### config.mk
export PLATFORM = sky130hd
export DESIGN_NAME = spi_port_ctrl
export DESIGN_NICKNAME = d
export VERILOG_FILES = /design/src/inc/spi_port_pkg.sv /design/src/spi_port_ctrl.sv /design/src/spi_prescaler.sv /design/src/spi_byte_fifo.sv
export SDC_FILE = /design/constraint.sdc
export NUM_CORES = 1
export LEC_CHECK = 0
export ABC_AREA = 1
export ABC_CLOCK_PERIOD_IN_PS = 3100
export BUFFER_PORTS_ARGS = -buffer_cell sky130_fd_sc_hd__buf_2
export CAP_MARGIN = 20
export CORE_MARGIN = 2
export CORE_UTILIZATION = 40
export CTS_BUF_LIST = sky130_fd_sc_hd__clkbuf_8
export CTS_CLUSTER_SIZE = 14
export DETAILED_ROUTE_END_ITERATION = 6
export PLACE_DENSITY = 0.62
export SYNTH_ARGS = -nofsm -noshare
export SYNTH_HDL_FRONTEND = slang
export SYNTH_SLANG_ARGS = --single-unit
### constraint.sdc
create_clock -name CLK_IN -period 3.1 [get_ports CLK_IN]
set_input_delay 0.775 -clock CLK_IN [delete_from_list [all_inputs] [get_ports CLK_IN]]
set_output_delay 0.775 -clock CLK_IN [all_outputs]
set_load 0.02 [all_outputs]
### src/inc/spi_port_pkg.sv
package spi_port_pkg;

  // Bus geometry
  localparam int ADDR_W = 8;
  localparam int DATA_W = 32;

  // Register byte addresses
  localparam logic [ADDR_W-1:0] OFF_STATUS = 8'h00;
  localparam logic [ADDR_W-1:0] OFF_CON1   = 8'h04;
  localparam logic [ADDR_W-1:0] OFF_CON2   = 8'h08;
  localparam logic [ADDR_W-1:0] OFF_BUFFER = 8'h0c;

  // Status and control field positions
  localparam int ST_EN     = 15;
  localparam int ST_SIDL   = 13;
  localparam int ST_BEC    = 8;
  localparam int ST_SHIFT_REG_EMPTY  = 7;
  localparam int ST_ROV    = 6;
  localparam int ST_RXMPT  = 5;
  localparam int ST_BUFFER_IRQ_SELECT  = 2;
  localparam int ST_TBF    = 1;
  localparam int ST_RBF    = 0;

  // Control one field positions
  localparam int C1_CKE    = 8;
  localparam int C1_MASTER = 5;
  localparam int C1_PRIMARY_PRESCALE   = 0;

  // Control two field positions
  localparam int C2_FRAMED_ENABLE  = 15;
  localparam int C2_FSD    = 14;
  localparam int C2_FPOL   = 13;
  localparam int C2_FE     = 1;
  localparam int C2_BEN    = 0;

  // Reset value of every register except status, where ST_SHIFT_REG_EMPTY and ST_RXMPT read as one
  localparam logic [15:0] REG_RESET = 16'h0000;

  // Buffer geometry
  localparam int          FIFO_DEPTH = 4;
  localparam int          CNT_W      = 3;
  localparam int          BYTE_W     = 8;
  localparam logic [2:0]  RX_3QTR    = 3'h3;

  // Prescale divide counts
  localparam logic [6:0]  PRE_DIV_1  = 7'h01;
  localparam logic [6:0]  PRE_DIV_4  = 7'h04;
  localparam logic [6:0]  PRE_DIV_16 = 7'h10;
  localparam logic [6:0]  PRE_DIV_64 = 7'h40;

  // Half bit clock slots per byte, last index
  localparam logic [3:0]  HB_LAST    = 4'hf;

  // Buffer event select codes
  localparam logic [2:0]  IS_TX_FULL  = 3'h7;
  localparam logic [2:0]  IS_TX_EMPTY = 3'h6;
  localparam logic [2:0]  IS_TX_DONE  = 3'h5;
  localparam logic [2:0]  IS_TX_SPOT  = 3'h4;
  localparam logic [2:0]  IS_RX_FULL  = 3'h3;
  localparam logic [2:0]  IS_RX_3QTR  = 3'h2;
  localparam logic [2:0]  IS_RX_AVAIL = 3'h1;
  localparam logic [2:0]  IS_RX_DRAIN = 3'h0;

  // Bus responses
  localparam logic [1:0]  RESP_OKAY   = 2'h0;
  localparam logic [1:0]  RESP_SLVERR = 2'h2;

  // Bus request from the master
  typedef struct packed {
    logic              awvalid;
    logic [ADDR_W-1:0] awaddr;
    logic              wvalid;
    logic [DATA_W-1:0] wdata;
    logic [3:0]        wstrb;
    logic              bready;
    logic              arvalid;
    logic [ADDR_W-1:0] araddr;
    logic              rready;
  } axi_req_t;

  // Bus answer to the master
  typedef struct packed {
    logic              awready;
    logic              wready;
    logic              bvalid;
    logic [1:0]        bresp;
    logic              arready;
    logic              rvalid;
    logic [DATA_W-1:0] rdata;
    logic [1:0]        rresp;
  } axi_rsp_t;

endpackage : spi_port_pkg

### src/spi_port_ctrl.sv
// The placing of the registers and the AXI4-Lite register port were decided locally.
`timescale 1ns/1ps
module spi_port_ctrl (
  input  wire logic                   CLK_IN,
  input  wire logic                   RST_N_IN,
  input  wire logic                   IDLE_MODE_IN,
  input  wire spi_port_pkg::axi_req_t AXI_REQ_IN,
  output spi_port_pkg::axi_rsp_t      AXI_RSP_OUT,
  input  wire logic                   SCK_IN,
  output logic                        SCK_OUT,
  output logic                        SCK_OE_OUT,
  output logic                        SDO_OUT,
  output logic                        SDO_OE_OUT,
  input  wire logic                   SDI_IN,
  input  wire logic                   SS_IN,
  output logic                        SS_OUT,
  output logic                        SS_OE_OUT,
  output logic                        BUFFER_EVENT_OUT
);
  import spi_port_pkg::*;

  typedef enum logic [1:0] {ENG_IDLE, ENG_PRE, ENG_SHIFT} eng_t;

  // Whole state of the port
  typedef struct packed {
    axi_rsp_t          rsp;      // Bus answer flops
    logic              aw_held;  // Write address captured
    logic [ADDR_W-1:0] awaddr;
    logic              w_held;   // Write data captured
    logic [15:0]       wdata;
    logic [1:0]        wstrb;
    logic              en;       // Port enable
    logic              sidl;     // Stop in idle
    logic [2:0]        buffer_irq_select;    // Buffer event select
    logic              rov;      // Receive overflow
    logic              master;   // Master mode
    logic              cke;      // Clock edge select
    logic [1:0]        primary_prescale;     // Primary prescale
    logic              framed_enable;    // Framed enable
    logic              fsd;      // Frame sync direction
    logic              fpol;     // Frame sync polarity
    logic              fe;       // Frame sync edge
    logic              ben;      // Enhanced buffer
    logic [2:0]        sck_sy;   // Clock pin synchroniser and history
    logic [1:0]        sdi_sy;   // Data pin synchroniser
    logic [1:0]        ss_sy;    // Select pin synchroniser
    eng_t              st;       // Engine state
    logic [3:0]        hb;       // Half bit or sample count
    logic [7:0]        sr;       // Shift register
    logic              fs_act;   // Frame pulse active
    logic              sck_o;
    logic              sdo_o;
    logic              ss_o;
    logic              sck_oe;
    logic              sdo_oe;
    logic              ss_oe;
    logic              irq;
  } port_t;

  port_t q;       // Current state
  port_t next_q;  // Next state

  logic             run;          // Engine allowed to advance
  logic             tick;         // Prescaled bit clock tick
  logic             tx_push, tx_pop, tx_full, tx_empty;
  logic             rx_push, rx_pop, rx_full, rx_empty;
  logic [7:0]       tx_head, rx_head;
  logic [CNT_W-1:0] tx_cnt, rx_cnt;
  logic             load_ev;      // Byte moved into shift register
  logic             done_ev;      // Byte fully shifted
  logic             drain_ev;     // Last unread byte read
  logic             do_write;     // Register write this cycle
  logic             do_read;      // Register read this cycle
  logic             samp_rise;    // Sampling on rising clock
  logic             s_rise, s_fall, s_samp, s_drive;
  logic [7:0]       sr_in;        // Shift register after a sample
  logic             sel_hit;      // Selected buffer condition

  // Halt when off, or when idle with stop-in-idle set
  assign run = q.en && !(q.sidl && IDLE_MODE_IN);

  // Framed operation always samples on rising clock
  assign samp_rise = q.framed_enable ? 1'b1 : !q.cke;

  // Slave clock edges from synchronised pin
  assign s_rise  = q.sck_sy[1] && !q.sck_sy[2];
  assign s_fall  = !q.sck_sy[1] && q.sck_sy[2];
  assign s_samp  = samp_rise ? s_rise : s_fall;
  assign s_drive = samp_rise ? s_fall : s_rise;

  spi_prescaler u_pre (
    .clk_in   (CLK_IN),
    .rst_n_in (RST_N_IN),
    .run_in   (run && q.master && q.st != ENG_IDLE),
    .sel_in   (q.primary_prescale),
    .tick_out (tick)
  );

  spi_byte_fifo u_tx (
    .clk_in       (CLK_IN),
    .rst_n_in     (RST_N_IN),
    .flush_in     (!q.en),
    .deep_in      (q.ben),
    .push_in      (tx_push),
    .push_data_in (q.wdata[7:0]),
    .pop_in       (tx_pop),
    .head_out     (tx_head),
    .count_out    (tx_cnt),
    .full_out     (tx_full),
    .empty_out    (tx_empty)
  );

  spi_byte_fifo u_rx (
    .clk_in       (CLK_IN),
    .rst_n_in     (RST_N_IN),
    .flush_in     (!q.en),
    .deep_in      (q.ben),
    .push_in      (rx_push),
    // Master sampling on rising clock has the whole byte in the shift register already
    .push_data_in ((q.master && samp_rise) ? q.sr : sr_in),
    .pop_in       (rx_pop),
    .head_out     (rx_head),
    .count_out    (rx_cnt),
    .full_out     (rx_full),
    .empty_out    (rx_empty)
  );

  // Bus, registers, shift engine and events
  always_comb begin
    next_q   = q;
    tx_push  = 1'b0;
    tx_pop   = 1'b0;
    rx_push  = 1'b0;
    load_ev  = 1'b0;
    done_ev  = 1'b0;
    sr_in    = {q.sr[6:0], q.sdi_sy[1]};
    do_write = q.aw_held && q.w_held && !q.rsp.bvalid;
    do_read  = AXI_REQ_IN.arvalid && q.rsp.arready;
    rx_pop   = do_read && AXI_REQ_IN.araddr == OFF_BUFFER;
    drain_ev = rx_pop && rx_cnt == CNT_W'(1);

    // Pin synchronisers
    next_q.sck_sy = {q.sck_sy[1:0], SCK_IN};
    next_q.sdi_sy = {q.sdi_sy[0], SDI_IN};
    next_q.ss_sy  = {q.ss_sy[0], SS_IN};

    // Write address and data capture, either order
    if (AXI_REQ_IN.awvalid && q.rsp.awready) begin
      next_q.aw_held = 1'b1;
      next_q.awaddr  = AXI_REQ_IN.awaddr;
    end
    if (AXI_REQ_IN.wvalid && q.rsp.wready) begin
      next_q.w_held = 1'b1;
      next_q.wdata  = AXI_REQ_IN.wdata[15:0];
      next_q.wstrb  = AXI_REQ_IN.wstrb[1:0];
    end
    if (q.rsp.bvalid && AXI_REQ_IN.bready) begin
      next_q.rsp.bvalid = 1'b0;
    end

    // Register write, only implemented bits change
    if (do_write) begin
      next_q.aw_held    = 1'b0;
      next_q.w_held     = 1'b0;
      next_q.rsp.bvalid = 1'b1;
      next_q.rsp.bresp  = RESP_OKAY;
      if (q.awaddr == OFF_STATUS) begin
        if (q.wstrb[1]) begin
          next_q.en   = q.wdata[ST_EN];
          next_q.sidl = q.wdata[ST_SIDL];
        end
        if (q.wstrb[0]) begin
          next_q.buffer_irq_select = q.wdata[ST_BUFFER_IRQ_SELECT +: 3];
          if (!q.wdata[ST_ROV]) begin
            next_q.rov = 1'b0;
          end
        end
      end else if (q.awaddr == OFF_CON1) begin
        if (q.wstrb[1]) begin
          next_q.cke = q.wdata[C1_CKE];
        end
        if (q.wstrb[0]) begin
          next_q.master = q.wdata[C1_MASTER];
          next_q.primary_prescale   = q.wdata[C1_PRIMARY_PRESCALE +: 2];
        end
      end else if (q.awaddr == OFF_CON2) begin
        if (q.wstrb[1]) begin
          next_q.framed_enable = q.wdata[C2_FRAMED_ENABLE];
          next_q.fsd   = q.wdata[C2_FSD];
          next_q.fpol  = q.wdata[C2_FPOL];
        end
        if (q.wstrb[0]) begin
          next_q.fe  = q.wdata[C2_FE];
          next_q.ben = q.wdata[C2_BEN];
        end
      end else if (q.awaddr == OFF_BUFFER) begin
        tx_push = q.en && q.wstrb[0];
      end else begin
        next_q.rsp.bresp = RESP_SLVERR;
      end
    end

    // Register read, unimplemented bits zero
    if (q.rsp.rvalid && AXI_REQ_IN.rready) begin
      next_q.rsp.rvalid = 1'b0;
    end
    if (do_read) begin
      next_q.rsp.rvalid = 1'b1;
      next_q.rsp.rresp  = RESP_OKAY;
      next_q.rsp.rdata  = '0;
      if (AXI_REQ_IN.araddr == OFF_STATUS) begin
        next_q.rsp.rdata[ST_EN]       = q.en;
        next_q.rsp.rdata[ST_SIDL]     = q.sidl;
        next_q.rsp.rdata[ST_BEC +: 3] = q.master ? tx_cnt : rx_cnt;
        next_q.rsp.rdata[ST_SHIFT_REG_EMPTY]    = (q.st == ENG_IDLE);
        next_q.rsp.rdata[ST_ROV]      = q.rov;
        next_q.rsp.rdata[ST_RXMPT]    = rx_empty;
        next_q.rsp.rdata[ST_BUFFER_IRQ_SELECT +: 3] = q.buffer_irq_select;
        next_q.rsp.rdata[ST_TBF]      = tx_full;
        next_q.rsp.rdata[ST_RBF]      = rx_full;
      end else if (AXI_REQ_IN.araddr == OFF_CON1) begin
        next_q.rsp.rdata[C1_CKE]      = q.cke;
        next_q.rsp.rdata[C1_MASTER]   = q.master;
        next_q.rsp.rdata[C1_PRIMARY_PRESCALE +: 2] = q.primary_prescale;
      end else if (AXI_REQ_IN.araddr == OFF_CON2) begin
        next_q.rsp.rdata[C2_FRAMED_ENABLE]    = q.framed_enable;
        next_q.rsp.rdata[C2_FSD]      = q.fsd;
        next_q.rsp.rdata[C2_FPOL]     = q.fpol;
        next_q.rsp.rdata[C2_FE]       = q.fe;
        next_q.rsp.rdata[C2_BEN]      = q.ben;
      end else if (AXI_REQ_IN.araddr == OFF_BUFFER) begin
        next_q.rsp.rdata[7:0]         = rx_head;
      end else begin
        next_q.rsp.rresp              = RESP_SLVERR;
      end
    end

    // Shift engine
    if (!q.en) begin
      next_q.st     = ENG_IDLE;
      next_q.sck_o  = 1'b0;
      next_q.fs_act = 1'b0;
    end else if (run) begin
      case (q.st)
        ENG_IDLE: begin
          if (q.master && !tx_empty) begin
            // Master starts when a byte waits
            tx_pop       = 1'b1;
            load_ev      = 1'b1;
            next_q.sr    = tx_head;
            next_q.sdo_o = tx_head[7];
            next_q.hb    = '0;
            next_q.fs_act = q.framed_enable && !q.fsd;
            next_q.st    = (q.framed_enable && !q.fsd && !q.fe) ? ENG_PRE : ENG_SHIFT;
          end else if (!q.master && (q.framed_enable ? (q.ss_sy[1] == q.fpol) : !q.ss_sy[1])) begin
            // Slave starts on select or on frame pulse
            tx_pop       = !tx_empty;
            load_ev      = !tx_empty;
            next_q.sr    = tx_empty ? 8'h00 : tx_head;
            next_q.sdo_o = tx_empty ? 1'b0 : tx_head[7];
            next_q.hb    = (q.framed_enable && !q.fe) ? HB_LAST : 4'h0;
            next_q.st    = ENG_SHIFT;
          end
        end
        ENG_PRE: begin
          // Frame pulse one bit clock ahead of data
          if (tick) begin
            next_q.hb = q.hb + 4'h1;
            if (q.hb[0]) begin
              next_q.hb     = '0;
              next_q.fs_act = 1'b0;
              next_q.st     = ENG_SHIFT;
            end
          end
        end
        default: begin
          if (q.master) begin
            if (tick) begin
              next_q.hb    = q.hb + 4'h1;
              next_q.sck_o = !q.hb[0];
              if (q.hb == 4'h1) begin
                next_q.fs_act = 1'b0;
              end
              if (q.hb[0] == !samp_rise) begin
                next_q.sr = sr_in;
              end else if (q.hb != HB_LAST) begin
                next_q.sdo_o = q.sr[7];
              end
              if (q.hb == HB_LAST) begin
                done_ev   = 1'b1;
                next_q.st = ENG_IDLE;
              end
            end
          end else if (!q.framed_enable && q.ss_sy[1]) begin
            // Select dropped mid byte, abandon it
            next_q.st = ENG_IDLE;
          end else if (s_samp) begin
            next_q.hb = q.hb + 4'h1;
            if (q.hb != HB_LAST) begin
              next_q.sr = sr_in;
            end
            if (q.hb == 4'h7) begin
              done_ev   = 1'b1;
              next_q.st = ENG_IDLE;
            end
          end else if (s_drive) begin
            next_q.sdo_o = q.sr[7];
          end
        end
      endcase
    end

    // Finished byte to receive buffer, or overflow
    if (done_ev) begin
      if (rx_full) begin
        next_q.rov = 1'b1;
      end else begin
        rx_push = 1'b1;
      end
    end

    // Pin ownership follows enable, mode and frame direction
    next_q.sck_oe = q.en && q.master;
    next_q.sdo_oe = q.en && (q.master || q.framed_enable || !q.ss_sy[1]);
    next_q.ss_oe  = q.en && q.framed_enable && !q.fsd;
    next_q.ss_o   = next_q.fs_act ? q.fpol : !q.fpol;

    // Buffer event condition
    case (q.buffer_irq_select)
      IS_TX_FULL:  sel_hit = tx_full;
      IS_TX_EMPTY: sel_hit = done_ev && tx_empty;
      IS_TX_DONE:  sel_hit = done_ev;
      IS_TX_SPOT:  sel_hit = load_ev;
      IS_RX_FULL:  sel_hit = rx_full;
      IS_RX_3QTR:  sel_hit = q.ben ? rx_cnt >= RX_3QTR : rx_full;
      IS_RX_AVAIL: sel_hit = !rx_empty;
      default:     sel_hit = drain_ev;
    endcase
    next_q.irq = q.en && (q.ben ? sel_hit : done_ev);

    // Ready flags for the next beat
    next_q.rsp.awready = !next_q.aw_held;
    next_q.rsp.wready  = !next_q.w_held;
    next_q.rsp.arready = !next_q.rsp.rvalid;
  end

  // State register
  always_ff @(posedge CLK_IN or negedge RST_N_IN) begin
    if (!RST_N_IN) begin
      q <= '0;
    end else begin
      q <= next_q;
    end
  end

  // Outputs straight from state flops
  assign AXI_RSP_OUT      = q.rsp;
  assign SCK_OUT          = q.sck_o;
  assign SCK_OE_OUT       = q.sck_oe;
  assign SDO_OUT          = q.sdo_o;
  assign SDO_OE_OUT       = q.sdo_oe;
  assign SS_OUT           = q.ss_o;
  assign SS_OE_OUT        = q.ss_oe;
  assign BUFFER_EVENT_OUT = q.irq;
endmodule : spi_port_ctrl

### src/spi_prescaler.sv
`timescale 1ns/1ps
module spi_prescaler (
  input  wire logic       clk_in,
  input  wire logic       rst_n_in,
  input  wire logic       run_in,
  input  wire logic [1:0] sel_in,
  output logic            tick_out
);
  import spi_port_pkg::*;

  // Whole state
  typedef struct packed {
    logic [6:0] cnt;
    logic       tick;
  } pre_t;

  pre_t q;       // Current state
  pre_t next_q;  // Next state
  logic [6:0] div;  // Selected divide count

  // Divider selection and count
  always_comb begin
    next_q = q;
    case (sel_in)
      2'h3:    div = PRE_DIV_1;
      2'h2:    div = PRE_DIV_4;
      2'h1:    div = PRE_DIV_16;
      default: div = PRE_DIV_64;
    endcase
    next_q.tick = 1'b0;
    if (!run_in) begin
      next_q.cnt = 7'h00;
    end else if (q.cnt + 7'h01 >= div) begin
      next_q.cnt  = 7'h00;
      next_q.tick = 1'b1;
    end else begin
      next_q.cnt = q.cnt + 7'h01;
    end
  end

  // State register
  always_ff @(posedge clk_in or negedge rst_n_in) begin
    if (!rst_n_in) begin
      q <= '0;
    end else begin
      q <= next_q;
    end
  end

  assign tick_out = q.tick;
endmodule : spi_prescaler

### src/spi_byte_fifo.sv
`timescale 1ns/1ps
module spi_byte_fifo (
  input  wire logic                           clk_in,
  input  wire logic                           rst_n_in,
  input  wire logic                           flush_in,
  input  wire logic                           deep_in,
  input  wire logic                           push_in,
  input  wire logic [spi_port_pkg::BYTE_W-1:0] push_data_in,
  input  wire logic                           pop_in,
  output logic      [spi_port_pkg::BYTE_W-1:0] head_out,
  output logic      [spi_port_pkg::CNT_W-1:0]  count_out,
  output logic                                full_out,
  output logic                                empty_out
);
  import spi_port_pkg::*;

  // Whole state
  typedef struct packed {
    logic [FIFO_DEPTH-1:0][BYTE_W-1:0] mem;
    logic [1:0]                        rd;
    logic [1:0]                        wr;
    logic [CNT_W-1:0]                  cnt;
  } fifo_t;

  fifo_t q;       // Current state
  fifo_t next_q;  // Next state
  logic  do_push; // Accepted write
  logic  do_pop;  // Accepted read

  // Deep mode holds four bytes, legacy mode one
  assign full_out  = deep_in ? (q.cnt == CNT_W'(FIFO_DEPTH)) : (q.cnt != '0);
  assign empty_out = (q.cnt == '0);
  assign head_out  = q.mem[q.rd];
  assign count_out = q.cnt;

  // Pointer and count update
  always_comb begin
    next_q  = q;
    do_push = push_in && !full_out;
    do_pop  = pop_in && !empty_out;
    if (flush_in) begin
      next_q.rd  = '0;
      next_q.wr  = '0;
      next_q.cnt = '0;
    end else begin
      if (do_push) begin
        next_q.mem[q.wr] = push_data_in;
        next_q.wr        = q.wr + 2'h1;
      end
      if (do_pop) begin
        next_q.rd = q.rd + 2'h1;
      end
      next_q.cnt = q.cnt + CNT_W'(do_push) - CNT_W'(do_pop);
    end
  end

  // State register
  always_ff @(posedge clk_in or negedge rst_n_in) begin
    if (!rst_n_in) begin
      q <= '0;
    end else begin
      q <= next_q;
    end
  end
endmodule : spi_byte_fifo

==> results.md <==
* Yosys reg bits at 175
* Routed WL at 20.3 mm
* Setup crit start kind: flip-flop
* Violated checks: DRC
* Post-DP HPWL at 14.5 mm
* Largest net degree at the start of global routing at between 40 and 50
* Critical Path Fanout Max at 14
* Synthesized area per cell at about 8.2 µm²
* Via Count at 7,093
* Crit share post-route at between 70% and 80%
* Post-route setup slack at 653 ps
* H-Tree Level Count at 4
* Row cnt at 54
* Initial antenna violation count at 0
* Number of synthesized flops with an enable pin at 0
* Post-CTS Setup Repair Bufs at 0
* Clock skew at between 10 and 15 ps
* Clock sinks at 175
* Clock Path Buffers at 2
* Layout area overhead at 9.03%
* Clk_lat worst skew at 480 ps
* Max-slew violations at 0
* Share of cells above drive strength 1 at 12.7%
* Final setup viols at 0
* CP required at 3450 ps
* Fmax at 409 MHz
* Grt total ovfl at 0
* Area leader, netlist: dfrtp_1
* Top post-synthesis cells by area: dfrtp_1 49%, nand2_1 12%, o21ai_0 7.1%
* Post-synth top cells: 280 x nand2_1, 175 x dfrtp_1, 128 x o21ai_0
* Final setup TNS at 0 ps
* RSZ-0062 raised after global routing: false
* # port buffers at 68
* Number of diodes at 0
* CTS Hold Bufs at 0
* CTS root buffer: clkbuf_8
* Detail Route Antenna Nets at 0
* Cell Area, Synth at 8980 µm²
* Worst setup path start: q[37]$_DFFE_PN0P_
* Yosys warning count at 0
* Synth Flop Type: dfrtp_1
* Final GP Congestion at 0.854
* Final hold violations at 0
* Worst setup EP type: flip-flop
* Vias in the first global route at 6,634
* Pre-CTS setup slack at 394 ps
* Die area at roughly 24,000 µm²
* Fillers at between 2,000 and 2,500
* R2R setup slack at 650 ps
* Measured slew at the worst slew-check pin at about 720 ps
* Setup CP Type: reg2reg
* Max Cap Viol at 0
* Distinct cells, synth at 41
* Drt first pass iters at 7
* Boundary Pins at 111
* CP arrival at 2800 ps
* Async SR Flop Fraction at 100%
* TritonCTS clock tree: yes
* Post_cts resized at 0
* First-pass GRT wire length at 34.1 mm
* Register-to-Register Path Depth at 10
* DR WL/cell at 14.2 µm
* GRT Overall Usage at approximately 18%
* CTS buffer count at 17
* Lkg Pwr at roughly 4.9 nW
* Clock slew seen by the registers of the worst setup and hold paths at approximately 100 ps
* Post-synth top area share at between 40% and 50%
* Pwr dens at 598 nW/µm²
* Sequential share of the synthesized area at 48.8%
* Critical path endpoint: u_tx.count_out[2]$_DFF_PN0_
* Most frequent cell after synthesis: nand2_1
* Relative slew slack at 51.8%
* Die width at 154 µm
* Net count, final at 1,224
* Status: complete, but fails checks
* Worst VDD drop at approximately 0.00038 V
* Vert. Die Dim at 154 µm
* Reg2reg end: u_tx.count_out[2]$_DFF_PN0_
* Cells after Synth at 1,090
* Drt first-iter violations at ~590
* Post-DR vias/cell at between 4 and 5
* DRC at 8
* Reg-to-reg critical path startpoint: q[37]$_DFFE_PN0P_
* Hold Path Class: in2async
* Initial core utilization at 40.9%
* Min Tclk post-route at 2450 ps
* Core box area at about 22,000 µm²
==> power breakdown <==
part,internal (mW),switching [mW]
sequential,2.59,0.255
combinational,0.396,0.971
clock,0.750,0.898
total,3.73,2.12
==> layout by cell type, fill, tap and decap left out, drive strengths merged, types with 2 or more instances in the layout <==
| master | Yosys | final |
|---|---|---|
| buf | 52 | 81 |
| clkinvlp | 0 | 3 |
| nand3 | 46 | 46 |
| clkinv | 3 | 6 |
| dfrtp | 175 | 175 |
| xnor2 | 5 | 5 |
| xor2 | 6 | 6 |
| inv | 125 | 131 |
| nand4 | 8 | 8 |
| o31ai | 8 | 8 |
| conb | 1 | 20 |
| nand2 | 289 | 289 |
| nor2 | 79 | 79 |
| clkbuf | 19 | 18 |
| bufinv | 0 | 2 |
| nor3 | 9 | 9 |
| ha | 21 | 21 |
| o211ai | 7 | 7 |
| o21ai | 168 | 168 |
| o22ai | 11 | 11 |
| fa | 2 | 2 |
| a21oi | 45 | 45 |
| a32o | 2 | 2 |
| o21a | 2 | 2 |
==> registers in the layout, summed over array words and instances, names as in the netlist <==
register and cells:
SDO_OUT 1, u_pre.tick_out 1, SS_OE_OUT 1, SDO_OE_OUT 1, u_tx.count_out 3, BUFFER_EVENT_OUT 1, SCK_OE_OUT 1, u_rx.q 36
next_q 4, u_pre.q 7, q 57, u_tx.q 36, u_rx.count_out 3, SCK_OUT 1, AXI_RSP_OUT 21, SS_OUT 1
==> metal layers <==
layer / global-route usage, % / share of wire [%] / vias to the layer above
met5: 0 / 0 / -
met1: 26.8 / 50 / 3306
li1: - / - / 3557
met3: 3.13 / 5.8 / 19
met4: 4.76 / 1.3 / 0
met2: 26.8 / 43 / 211
==> critical path: stages (launching register included) <==
cell     delay (ps)
dfrtp_1         580
inv_2           270
nand3_1         130
nand3_1         150
inv_1            80
ha_1            270
inv_1            40
ha_1            190
fa_1            390
o21ai_0         170
a21oi_1          50
==> worst min-delay path by stage <==
stage / start / to / depth (start not counted)
global route: RST_N_IN / q[68]$_DFFE_PN0P_ / 1
CTS: RST_N_IN / q[70]$_DFFE_PN0P_ / 1
floorplan: next_q[27]$_DFF_PN0_ / next_q[28]$_DFF_PN0_ / 0
global placement: next_q[23]$_DFF_PN0_ / q[23]$_DFF_PN0_ / 0
detailed placement: next_q[25]$_DFF_PN0_ / q[25]$_DFF_PN0_ / 0
finish: RST_N_IN / q[70]$_DFFE_PN0P_ / 1
==> stage by stage <==
step / hold WS, ps / utilization (%) / power, mW / cell area, µm² / cells
floorplan: 331 / - / 3.83 / 9050 / 1109
global placement: 333 / 42.7 / 4.22 / 9390 / 1399
detailed placement: 336 / 42.7 / 4.24 / 9390 / 1399
CTS: 205 / 44.6 / 5.91 / 9790 / 1431
global route: 228 / 44.6 / 6.22 / 9790 / 1431
finish: 213 / 44.6 / 5.85 / 9790 / 1431
==> layout make-up <==
cell class              instances  area (µm²)  area share (%)
clock buffers                  18         248            2.53
clock inverters                14         155            1.58
inverters                     128         480            4.91
multi-input cells             735        3710            37.9
flip-flops and latches        175        4380            44.7
well taps                     280         350            3.58
repair buffers                 81         469            4.79
==> kinds of logic (layout without fill, tap and decap cells) <==
| family | Yosys count | after routing | share of synthesized area (%) |
|---|---|---|---|
| adders and majority gates | 23 | 23 | 3.37 |
| and+or+nand+nor | 433 | 433 | 20.9 |
| buffers and inverters | 199 | 241 | 10.7 |
| DFF | 175 | 175 | 48.8 |
| AOI/OAI and AO/OA | 248 | 248 | 15.1 |
| xor gates and xnor gates | 11 | 11 | 1.07 |
| other | 1 | 20 | 0.0418 |
Power figures use the tool's default switching activity.
